--- config.mk ---
export PLATFORM = sky130hd
export DESIGN_NAME = tpd_tap_detect
export DESIGN_NICKNAME = d
export VERILOG_FILES = /design/src/logic/tpd_tap_detect.v
export VERILOG_INCLUDE_DIRS = /design/src /design/src/logic
export SDC_FILE = /design/constraint.sdc
export NUM_CORES = 1
export LEC_CHECK = 0
export BUFFER_PORTS_ARGS = -buffer_cell sky130_fd_sc_hd__buf_2
export CORE_ASPECT_RATIO = 1.2
export CORE_UTILIZATION = 59
export DETAILED_ROUTE_END_ITERATION = 12
export PLACE_DENSITY_LB_ADDON = 0.2
export SYNTH_ARGS = -nofsm -noshare
export SYNTH_HDL_FRONTEND = slang
export SYNTH_SLANG_ARGS = --single-unit
--- constraint.sdc ---
create_clock -name clk -period 3.6 [get_ports clk]
set_clock_uncertainty 0.15 [all_clocks]
set_input_delay 0.54 -clock clk [delete_from_list [all_inputs] [get_ports clk]]
set_output_delay 0.54 -clock clk [all_outputs]
set_load 0.02 [all_outputs]
--- src/logic/tpd_regs.vh ---
// Register map, field positions, reset values and timing for tap detection
`ifndef TPD_REGS_VH
`define TPD_REGS_VH
`define TPD_ADDR_CFG 8'h21
`define TPD_ADDR_SRC 8'h22
`define TPD_ADDR_THX 8'h23
`define TPD_ADDR_THY 8'h24
`define TPD_ADDR_THZ 8'h25
`define TPD_ADDR_TML 8'h26
`define TPD_ADDR_LAT 8'h27
`define TPD_RST_8 8'h00
`define TPD_CFG_LATCH 6
`define TPD_SRC_EA 7
`define TPD_SRC_DPE 3
`define TPD_THS_MAX_LOWNOISE 7'h40
`define TPD_STEP_MAX 8'hFF
`endif

--- src/logic/tpd_tap_detect.v ---
// Tap detection: thresholds, time limit, latency and source register
`timescale 1ns/1ps
`include "tpd_regs.vh"
module tpd_tap_detect (
  // Clock and reset
  input wire clk,
  input wire reset_n,
  // Register port
  input wire regWrite,
  input wire regRead,
  input wire [7:0] regAddr,
  input wire [7:0] regWdata,
  output reg [7:0] regRdata,
  // Sample stream, signed 8g-scaled samples at 0.063g per count
  input wire sampleStep,
  input wire signed [11:0] accelX,
  input wire signed [11:0] accelY,
  input wire signed [11:0] accelZ,
  // Mode inputs
  input wire low_noise_low_power_mode,
  input wire tap_lowpass_on,
  // Interrupt to pin logic
  output reg tapIrq
);
  // ============================================================
  // Configuration registers
  reg [7:0] tapCfg_reg;
  reg [6:0] thrX_reg;
  reg [6:0] thrY_reg;
  reg [6:0] thrZ_reg;
  reg [7:0] tap_time_limit_field_reg;
  reg [7:0] tap_latency_field_reg;
  reg [7:0] tap_source_reg;
  reg [7:0] tap_source_next;
  wire flag_latch_on = tapCfg_reg[`TPD_CFG_LATCH];
  wire srcRead = regRead && (regAddr == `TPD_ADDR_SRC);

  // Write strobes; unmapped addresses hit none of them
  wire wrCfg = regWrite && (regAddr == `TPD_ADDR_CFG);
  wire wrThX = regWrite && (regAddr == `TPD_ADDR_THX);
  wire wrThY = regWrite && (regAddr == `TPD_ADDR_THY);
  wire wrThZ = regWrite && (regAddr == `TPD_ADDR_THZ);
  wire wrTml = regWrite && (regAddr == `TPD_ADDR_TML);
  wire wrLat = regWrite && (regAddr == `TPD_ADDR_LAT);

  // One register per process, each with its own reset value
  always @(posedge clk or negedge reset_n) begin
    if (!reset_n)
      tapCfg_reg <= `TPD_RST_8;
    else if (wrCfg)
      tapCfg_reg <= regWdata;
  end

  always @(posedge clk or negedge reset_n) begin
    if (!reset_n)
      thrX_reg <= 7'h00;
    else if (wrThX)
      thrX_reg <= regWdata[6:0];
  end

  always @(posedge clk or negedge reset_n) begin
    if (!reset_n)
      thrY_reg <= 7'h00;
    else if (wrThY)
      thrY_reg <= regWdata[6:0];
  end

  always @(posedge clk or negedge reset_n) begin
    if (!reset_n)
      thrZ_reg <= 7'h00;
    else if (wrThZ)
      thrZ_reg <= regWdata[6:0];
  end

  always @(posedge clk or negedge reset_n) begin
    if (!reset_n)
      tap_time_limit_field_reg <= `TPD_RST_8;
    else if (wrTml)
      tap_time_limit_field_reg <= regWdata;
  end

  always @(posedge clk or negedge reset_n) begin
    if (!reset_n)
      tap_latency_field_reg <= `TPD_RST_8;
    else if (wrLat)
      tap_latency_field_reg <= regWdata;
  end

  // ============================================================
  // Threshold compare
  // Low-noise caps the effective threshold at half scale
  function [6:0] effThr;
    input [6:0] thr;
    input lowNoise;
    begin
      if (lowNoise && thr > `TPD_THS_MAX_LOWNOISE)
        effThr = `TPD_THS_MAX_LOWNOISE;
      else
        effThr = thr;
    end
  endfunction

  function [11:0] absVal;
    input signed [11:0] v;
    begin
      absVal = v[11] ? (~v + 12'h001) : v;
    end
  endfunction

  wire [6:0] effX = effThr(thrX_reg, low_noise_low_power_mode);
  wire [6:0] effY = effThr(thrY_reg, low_noise_low_power_mode);
  wire [6:0] effZ = effThr(thrZ_reg, low_noise_low_power_mode);
  wire [2:0] over;
  assign over[0] = absVal(accelX) > {5'h00, effX};
  assign over[1] = absVal(accelY) > {5'h00, effY};
  assign over[2] = absVal(accelZ) > {5'h00, effZ};
  wire [2:0] sgn = {accelZ[11], accelY[11], accelX[11]};

  // ============================================================
  // Step divider: filter on halves the step at the same data rate
  reg stepPhase_reg;
  reg stepEn;
  always @* begin
    stepEn = sampleStep && (tap_lowpass_on ? stepPhase_reg : 1'b1);
  end
  always @(posedge clk or negedge reset_n) begin
    if (!reset_n)
      stepPhase_reg <= 1'b0;
    else if (sampleStep)
      stepPhase_reg <= ~stepPhase_reg;
  end

  // ============================================================
  // Tap state machine
  localparam ST_IDLE = 2'h0;
  localparam ST_PULSE = 2'h1;
  localparam ST_LAT = 2'h2;
  localparam ST_WAIT2 = 2'h3;

  reg [1:0] state_reg;
  reg [1:0] state_next;
  reg [7:0] cnt_reg;
  reg [7:0] cnt_next;
  reg [2:0] axes_reg;
  reg [2:0] axes_next;
  reg [2:0] sign_reg;
  reg [2:0] sign_next;
  reg second_reg;
  reg second_next;
  reg [2:0] overSeen_reg;

  reg [2:0] evAxes;
  reg evValid;
  reg evDouble;
  // Only a crossing starts a tap, so a held level cannot retrigger
  wire [2:0] rising = over & ~overSeen_reg;

  // Saturating step counter, never wraps past the longest interval
  function [7:0] bump;
    input [7:0] c;
    begin
      if (c == `TPD_STEP_MAX)
        bump = c;
      else
        bump = c + 8'h01;
    end
  endfunction

  // ============================================================
  // Next-state logic
  always @* begin
    state_next = state_reg;
    cnt_next = cnt_reg;
    axes_next = axes_reg;
    sign_next = sign_reg;
    second_next = second_reg;

    case (state_reg)
      ST_IDLE: begin
        if (|rising) begin
          state_next = ST_PULSE;
          cnt_next = 8'h00;
          axes_next = rising;
          sign_next = sgn;
          second_next = 1'b0;
        end
      end

      ST_PULSE: begin
        if (~|(over & axes_reg)) begin
          state_next = ST_LAT;
          cnt_next = 8'h00;
        end else if (cnt_reg >= tap_time_limit_field_reg ||
                     cnt_reg == `TPD_STEP_MAX) begin
          state_next = ST_IDLE;
        end else begin
          cnt_next = bump(cnt_reg);
        end
      end

      ST_LAT: begin
        if (cnt_reg >= tap_latency_field_reg) begin
          state_next = second_reg ? ST_IDLE : ST_WAIT2;
          cnt_next = 8'h00;
        end else begin
          cnt_next = bump(cnt_reg);
        end
      end

      ST_WAIT2: begin
        if (|rising) begin
          state_next = ST_PULSE;
          cnt_next = 8'h00;
          second_next = 1'b1;
        end else if (cnt_reg >= tap_latency_field_reg) begin
          state_next = ST_IDLE;
        end else begin
          cnt_next = bump(cnt_reg);
        end
      end

      default: state_next = ST_IDLE;
    endcase
  end

  // Only the step enable moves the machine
  always @(posedge clk or negedge reset_n) begin
    if (!reset_n) begin
      state_reg <= ST_IDLE;
      cnt_reg <= 8'h00;
      axes_reg <= 3'h0;
      sign_reg <= 3'h0;
      second_reg <= 1'b0;
      overSeen_reg <= 3'h0;
    end else if (stepEn) begin
      state_reg <= state_next;
      cnt_reg <= cnt_next;
      axes_reg <= axes_next;
      sign_reg <= sign_next;
      second_reg <= second_next;
      overSeen_reg <= over;
    end
  end

  // Enable masks in Z, Y, X order to line up with the axis bits
  wire [2:0] singleEn = {tapCfg_reg[4], tapCfg_reg[2], tapCfg_reg[0]};
  wire [2:0] doubleEn = {tapCfg_reg[5], tapCfg_reg[3], tapCfg_reg[1]};

  // Event is the accepted pulse end; single on first, double on second
  always @* begin
    evValid = stepEn && (state_reg == ST_PULSE) && ~|(over & axes_reg) &&
              ~(cnt_reg > tap_time_limit_field_reg);
    evDouble = second_reg;
    evAxes = axes_reg & (evDouble ? doubleEn : singleEn);
  end

  // ============================================================
  // Source register, clear on read, event set wins over read clear
  always @* begin
    tap_source_next = srcRead ? `TPD_RST_8 : tap_source_reg;
    if (evValid && (|evAxes)) begin
      tap_source_next[`TPD_SRC_EA] = 1'b1;
      if (!(flag_latch_on && tap_source_reg[`TPD_SRC_EA] && !srcRead)) begin
        tap_source_next[6:4] = evAxes;
        tap_source_next[`TPD_SRC_DPE] = evDouble;
        tap_source_next[2:0] = sign_reg & evAxes;
      end
    end else if (!flag_latch_on && !tap_source_reg[`TPD_SRC_EA]) begin
      tap_source_next[6:0] = 7'h00;
    end
  end

  always @(posedge clk or negedge reset_n) begin
    if (!reset_n) begin
      tap_source_reg <= `TPD_RST_8;
      tapIrq <= 1'b0;
    end else begin
      tap_source_reg <= tap_source_next;
      tapIrq <= tap_source_next[`TPD_SRC_EA];
    end
  end

  // ============================================================
  // Read data
  // Mux first, then one flop, so the output stays registered
  reg [7:0] rdNext;
  always @* begin
    rdNext = 8'h00;
    case (regAddr)
      `TPD_ADDR_CFG: rdNext = tapCfg_reg;
      `TPD_ADDR_SRC: rdNext = tap_source_reg;
      `TPD_ADDR_THX: rdNext = {1'b0, thrX_reg};
      `TPD_ADDR_THY: rdNext = {1'b0, thrY_reg};
      `TPD_ADDR_THZ: rdNext = {1'b0, thrZ_reg};
      `TPD_ADDR_TML: rdNext = tap_time_limit_field_reg;
      `TPD_ADDR_LAT: rdNext = tap_latency_field_reg;
      default: rdNext = 8'h00;
    endcase
  end

  always @(posedge clk or negedge reset_n) begin
    if (!reset_n)
      regRdata <= `TPD_RST_8;
    else if (regRead)
      regRdata <= rdNext;
  end
endmodule // tpd_tap_detect

# Word level (Yosys, flattened, before mapping)
# Index checks and enable logic that the tools add are counted.
classes:
  eq_ne: 18
  bitwise: 10
  n_lt_le_gt_ge: 9
  n_reduce_logical: 32
  add_sub_neg: 4
  muxes: 33
op_table:
  columns: ["op", "count"]
  rows:
  - ["$mux 8", 8]
  - ["$eq 8x6->1 const B", 7]
  - ["$pmux 8 s7", 1]
  - ["$mux 7", 6]
  - ["$add 12x1->12 const B", 3]
  - ["$gt 12x7->1", 3]
  - ["$mux 12", 3]
  - ["$not 12->12", 3]
  - ["$pmux 8 s4", 1]
  - ["$gt 7x7->1 const B", 3]
  - ["$logic_and 1x1->1", 18]
  - ["$ge 8x8->1", 2]
  - ["$mux 2", 7]
  - ["$and 3x3->3", 4]
  - ["$ne 3x3->1 const B", 4]
  - ["$reduce_or 3->1", 3]
  - ["$add 8x1->8 const B", 1]
  - ["$eq 8x8->1 const B", 1]
  - ["$gt 8x8->1", 1]
  - ["$pmux 2 s4", 1]
  - ["$reduce_and 4->1", 2]
  - ["$ne 2x2->1 const B", 3]
  - ["$reduce_and 5->1", 1]
  - ["$eq 2x2->1 const B", 2]
  - ["11 further kinds", 18]
totals:
  output_inout_bits: 9
  regBits: 83
  inputBits: 59

# Logic depth before layout (Yosys ltp)
depth:
  depth_word: 11
  ltp_mapped: 16

# Worst setup path after synthesis
# OpenSTA, ideal clock, no wires.
synth_timing:
  path_type: "input to register"
  start: "input port accelX[0]"
  end: "register cnt_reg[5]"
  setup_slack_ps: -64
  t_arrival_ps: 3388
  setup_ps: 126
  path_stages: 13
  required_ps: 3324
  cell_sequence: "or3_1 > o31ai_1 > xnor2_1 > ha_1 > a21o_1 > a21oi_1 > a21oi_1 > a211oi_1 > nand2b_1 > a31oi_2 > a211o_1 > and2_4 > a221o_1"
synth_between:
  elab_chain_cells: 8
synth_lines:
  columns: ["element", "line_no", "source"]
  rows:
  - ["start, declared", "tpd_tap_detect.v:16", "input wire signed [11:0] accelX,"]
  - ["$not 12->12", "tpd_tap_detect.v:106", "absVal = v[11] ? (~v + 12'h001) : v;"]
  - ["$add 12x1->12", "tpd_tap_detect.v:106", null]
  - ["$mux 12 (*)", "tpd_tap_detect.v:106", null]
  - ["$gt 12x7->1 (*)", "tpd_tap_detect.v:114", "assign over[0] = absVal(accelX) > {5'h00, effX};"]
  - ["$and 3x3->3 (on tied branches)", "tpd_tap_detect.v:156, tpd_tap_detect.v:190", null]
  - ["$reduce_or 3->1 (on tied branches)", "tpd_tap_detect.v:180, tpd_tap_detect.v:211, tpd_tap_detect.v:190", null]
  - ["$ne 3x3->1 (no source line), or another cell as far along", null, null]
  - ["$reduce_and 4->1 (no source line) / $pmux 8 s4 (equally long branches)", null, null]
  - ["end signal, assigned", "tpd_tap_detect.v:237", "cnt_reg <= cnt_next;"]
  - ["end, declared", "tpd_tap_detect.v:142", "reg [7:0] cnt_reg;"]
# Mark *: on every way between the ends. The rest lies on a longest branch, timed or not.
# A chain may end at the register's enable or synchronous reset.

# Worst setup path after layout
layout_timing:
  start: "input port accelY[1]"
  end: "register cnt_reg[3]"
layout_between:
  elab_chain_cells: 8
layout_lines:
  columns: ["element", "line_no", "source"]
  rows:
  - ["start, declared", "tpd_tap_detect.v:17", "input wire signed [11:0] accelY,"]
  - ["$not 12->12", "tpd_tap_detect.v:106", null]
  - ["$add 12x1->12", "tpd_tap_detect.v:106", null]
  - ["$mux 12 (*)", "tpd_tap_detect.v:106", null]
  - ["$gt 12x7->1 (*)", "tpd_tap_detect.v:115", "assign over[1] = absVal(accelY) > {5'h00, effY};"]
  - ["$and 3x3->3 (on tied branches)", "tpd_tap_detect.v:156, tpd_tap_detect.v:190", null]
  - ["$reduce_or 3->1 (on tied branches)", "tpd_tap_detect.v:180, tpd_tap_detect.v:211, tpd_tap_detect.v:190", null]
  - ["$ne 3x3->1 (no source line), or another cell as far along", null, null]
  - ["$reduce_and 4->1 (no source line) / $pmux 8 s4 (equally long branches)", null, null]
# Marked as above.

==> impl_metrics.sql <==
INSERT INTO impl_metrics (metric_group, metric, value, unit) VALUES
('placed_design', 'gp_congestion', '0.9177', ''),
('timing', 'maximum_clock_frequency', '0.2861', 'GHz'),
('clocking', 'cts-htree-levels', '3', ''),
('power', 'power_spent_charging_and_discharging_nets', '923.7', 'uW'),
('synth', 'synth-main-ff-cell', 'sky130_fd_sc_hd__dfrtp_1', ''),
('power', 'vdd_drop_max', '0.3612', 'mV'),
('job', 'count_of_max_cap_constraint_violations', '0', ''),
('global_route', 'first_pass_grt_wire_length', '23110', 'um'),
('power', 'total_leakage_power', '0.003084', 'uW'),
('synth', 'yosys.cell_types.count', '67', ''),
('route', 'met2RoutedLength', '7284', 'um'),
('outcome', 'outcome', 'finished, final reports clean', ''),
('floorplan', 'std_cell_rows', '38', ''),
('floorplan', 'fp.dieArea', '9744', 'um2'),
('synth', 'synth_edf_count', '0', ''),
('route', 'starting_drt_drc_count', '376', ''),
('cells_and_area', 'finalNetCount', '766', ''),
('cells_and_area', 'antenna_cells', '0', ''),
('route', 'routed-wl-met3', '616', 'um'),
('floorplan', 'core_region_area', '9081', 'um2'),
('power', 'power.clock.fraction', '27.0', '%'),
('clocking', 'post_cts_hold_buffer_count', '0', ''),
('synth', 'synth_seq_cells', '82', ''),
('critical_path', 'r2r_start', 'thrX_reg[6]', ''),
('cells_and_area', 'layout.cells.most_common_list', '82 x sky130_fd_sc_hd__dfrtp_1, 66 x sky130_fd_sc_hd__buf_2, 58 x sky130_fd_sc_hd__nand2_1, 49 x sky130_fd_sc_hd__mux2_2, 43 x sky130_fd_sc_hd__inv_1', ''),
('clocking', 'clk_pin_slew_worst_paths', '0.09', 'ns'),
('route', 'route.vias.total', '4889', ''),
('critical_path', 'critical_path_source_type', 'primary input', ''),
('global_route', 'antenna_found_initial', '0', ''),
('global_route', 'grt_pass1_vias', '4740', ''),
('cells_and_area', 'area_growth_syn_to_layout', '18.21', '%'),
('route', 'remaining_design_rule_violation_count', '0', ''),
('power', 'internal_power_consumption', '1835', 'uW'),
('critical_path', 'reg2reg_setup_slack', '0.41', 'ns'),
('synth', 'postSynthNetCount', '671', ''),
('synth', 'synth-async-reset-ratio', '100.0', '%'),
('power', 'power.density_cell_area', '423.0', 'nW/um2'),
('cells_and_area', 'final_common_cell', 'sky130_fd_sc_hd__dfrtp_1', ''),
('critical_path', 'timing_worst_setup_path_type', 'primary input to register', ''),
('power', 'p_sw_share', '33.48', '%'),
('critical_path', 'required', '3.70', 'ns'),
('placed_design', 'place.detailed.instances', '773', ''),
('power', 'pwr-share-comb', '30.7', '%'),
('critical_path', 'worst_r2r_endpoint', 'cnt_reg[0]', ''),
('clocking', 'cts_inserted_buffers', '9', ''),
('clocking', 'tritoncts', 'built', ''),
('route', 'detail_route.wirelength.met1', '5964', 'um'),
('global_route', 'grtUsageTotal', '30.46', '%'),
('hold_path', 'holdCritPathClass', 'primary input to asynchronous set/reset pin', ''),
('route', 'wire_per_inst', '18.03', 'um'),
('global_route', 'grt.overflow.total', '0', ''),
('timing', 'final-hold-violation-count', '0', ''),
('synth', 'netlist_area', '5518', 'um2'),
('timing', 'max-slew-margin-rel', '32.17', '%'),
('route', 'antenna_left', '0', ''),
('floorplan', 'die_y', '107.9', 'um'),
('route', 'detail_route.vias_per_cell', '6.181', ''),
('placed_design', 'hpwl', '10840', 'um'),
('power', 'seqPwrFrac', '42.3', '%'),
('cells_and_area', 'layout.cells.non_filler', '791', ''),
('critical_path', 'ff2ff_path_depth', '13', ''),
('timing', 'worst_slew_pin_slew', '1.017', 'ns'),
('timing', 'timing.final.max_slew_violations', '0', ''),
('critical_path', 'end_kind', 'register', ''),
('timing', 'setup-violations-final', '0', ''),
('clocking', 'cts_root_buffer', 'sky130_fd_sc_hd__clkbuf_8', ''),
('synth', 'synthesis_warnings', '0', ''),
('floorplan', 'fp.dieW', '90.28', 'um'),
('route', 'wirelength', '14260', 'um'),
('critical_path', 'arrival_time_of_data_at_the_critical_path_endpoint', '3.59', 'ns'),
('placed_design', 'postPlaceCellArea', '6223', 'um2');
-- power by group through the flow --
| stage | combinational [uW] | clock [uW] | sequential, uW |
|---|---|---|---|
| 2_1_floorplan | 575 | 0 | 1100 |
| 3_3_place_gp | 775 | 0 | 1170 |
| 3_5_place_dp | 810 | 0 | 1170 |
| 4_1_cts | 817 | 752 | 1160 |
| 5_1_grt | 943 | 792 | 1180 |
| 6_report | 847 | 746 | 1170 |
-- cell type report --
type	instances	area [um2]
clock buffers	10	127.6
clock inverters	6	90.09
fillers	676	2559
inverters	43	161.4
multi-input cells	424	3298
flip-flops and latches	82	2052
well taps	120	150.1
repair buffers	106	643.1
-- cells in the mapped netlist, drive strengths merged, types with 6 or more instances --
cell    number  area (um2)
o22ai       10       62.56
a22o        12       105.1
buf          6       27.52
clkbuf      16       60.06
nand4       12       75.07
a21oi       28       140.1
nand2b      10       62.56
xnor2       15       131.4
nand2       58       217.7
a21o         6       45.04
nor2b       10       62.56
and2         6       40.04
o21ai       31       155.1
nor2        20       75.07
a22oi        8       60.06
inv         43       161.4
mux4         6       135.1
ha          41       513.0
dfrtp       82        2052
mux2        49       551.8
nand3       12       60.06
nor3        13       70.07
a32o         6       60.06
-- worst max-delay path: stages --
cell and delay (ns):
sky130_fd_sc_hd__buf_2 0.11, sky130_fd_sc_hd__buf_4 0.13, sky130_fd_sc_hd__or4_4 0.51, sky130_fd_sc_hd__o21ai_0 0.26
sky130_fd_sc_hd__xnor2_1 0.11, sky130_fd_sc_hd__ha_1 0.30, sky130_fd_sc_hd__nand3_1 0.10, sky130_fd_sc_hd__a21oi_1 0.13
sky130_fd_sc_hd__o22ai_1 0.08, sky130_fd_sc_hd__buf_4 0.16, sky130_fd_sc_hd__a21oi_2 0.18, sky130_fd_sc_hd__buf_4 0.14
sky130_fd_sc_hd__nor4_1 0.04, sky130_fd_sc_hd__a211o_1 0.26, sky130_fd_sc_hd__buf_4 0.17, sky130_fd_sc_hd__a21bo_2 0.19
sky130_fd_sc_hd__a22o_1 0.18
-- metal layers --
metal / up-vias / global-route usage, %
li1: 2301 / -
met1: 2398 / 38.49
met2: 161 / 53.00
met3: 29 / 3.586
met4: 0 / 13.48
met5: - / 0
-- worst max-delay path by stage --
stage / slack [ns] / to / startpoint
after floorplan: 0.003 / cnt_reg[0] / accelY[0]
after global placement: -0.23 / cnt_reg[0] / accelX[0]
after detailed placement: -0.32 / cnt_reg[3] / accelY[0]
after CTS: 0.06 / cnt_reg[3] / accelY[0]
after global routing: -0.05 / cnt_reg[0] / accelX[0]
final: 0.10 / cnt_reg[3] / accelY[1]
-- what timing repair did --
item	CTS	global route
resized for setup	0	12
buffers inserted	0	2
endpoints found under the setup margin	0	17
-- kinds of logic (layout without fill, tap and decap cells) --
group	after synthesis	count (layout)	share of synthesized area, %
muxes	58	58	12.99
DFF	82	82	37.19
adders and majority gates	42	42	9.501
AOI/OAI and AO/OA	143	143	18.16
and+or+nand+nor	165	165	15.10
buffers and inverters	65	165	4.512
xor gates and xnor gates	16	16	2.540
-- stage by stage --
step	utilization, %	TNS, ns	worst slack (ns)	hold WS, ns	power (uW)
floorplan	-	0	0.003391	0.09441	1675
global placement	68.53	-3.233	-0.2291	0.2994	1942
detailed placement	68.53	-4.639	-0.3190	0.3148	1984
CTS	70.93	0	0.05959	0.2122	2725
global route	71.82	-0.2167	-0.04717	0.2222	2914
finish	71.82	0	0.1045	0.2101	2759
Power figures use the tool's default switching activity.
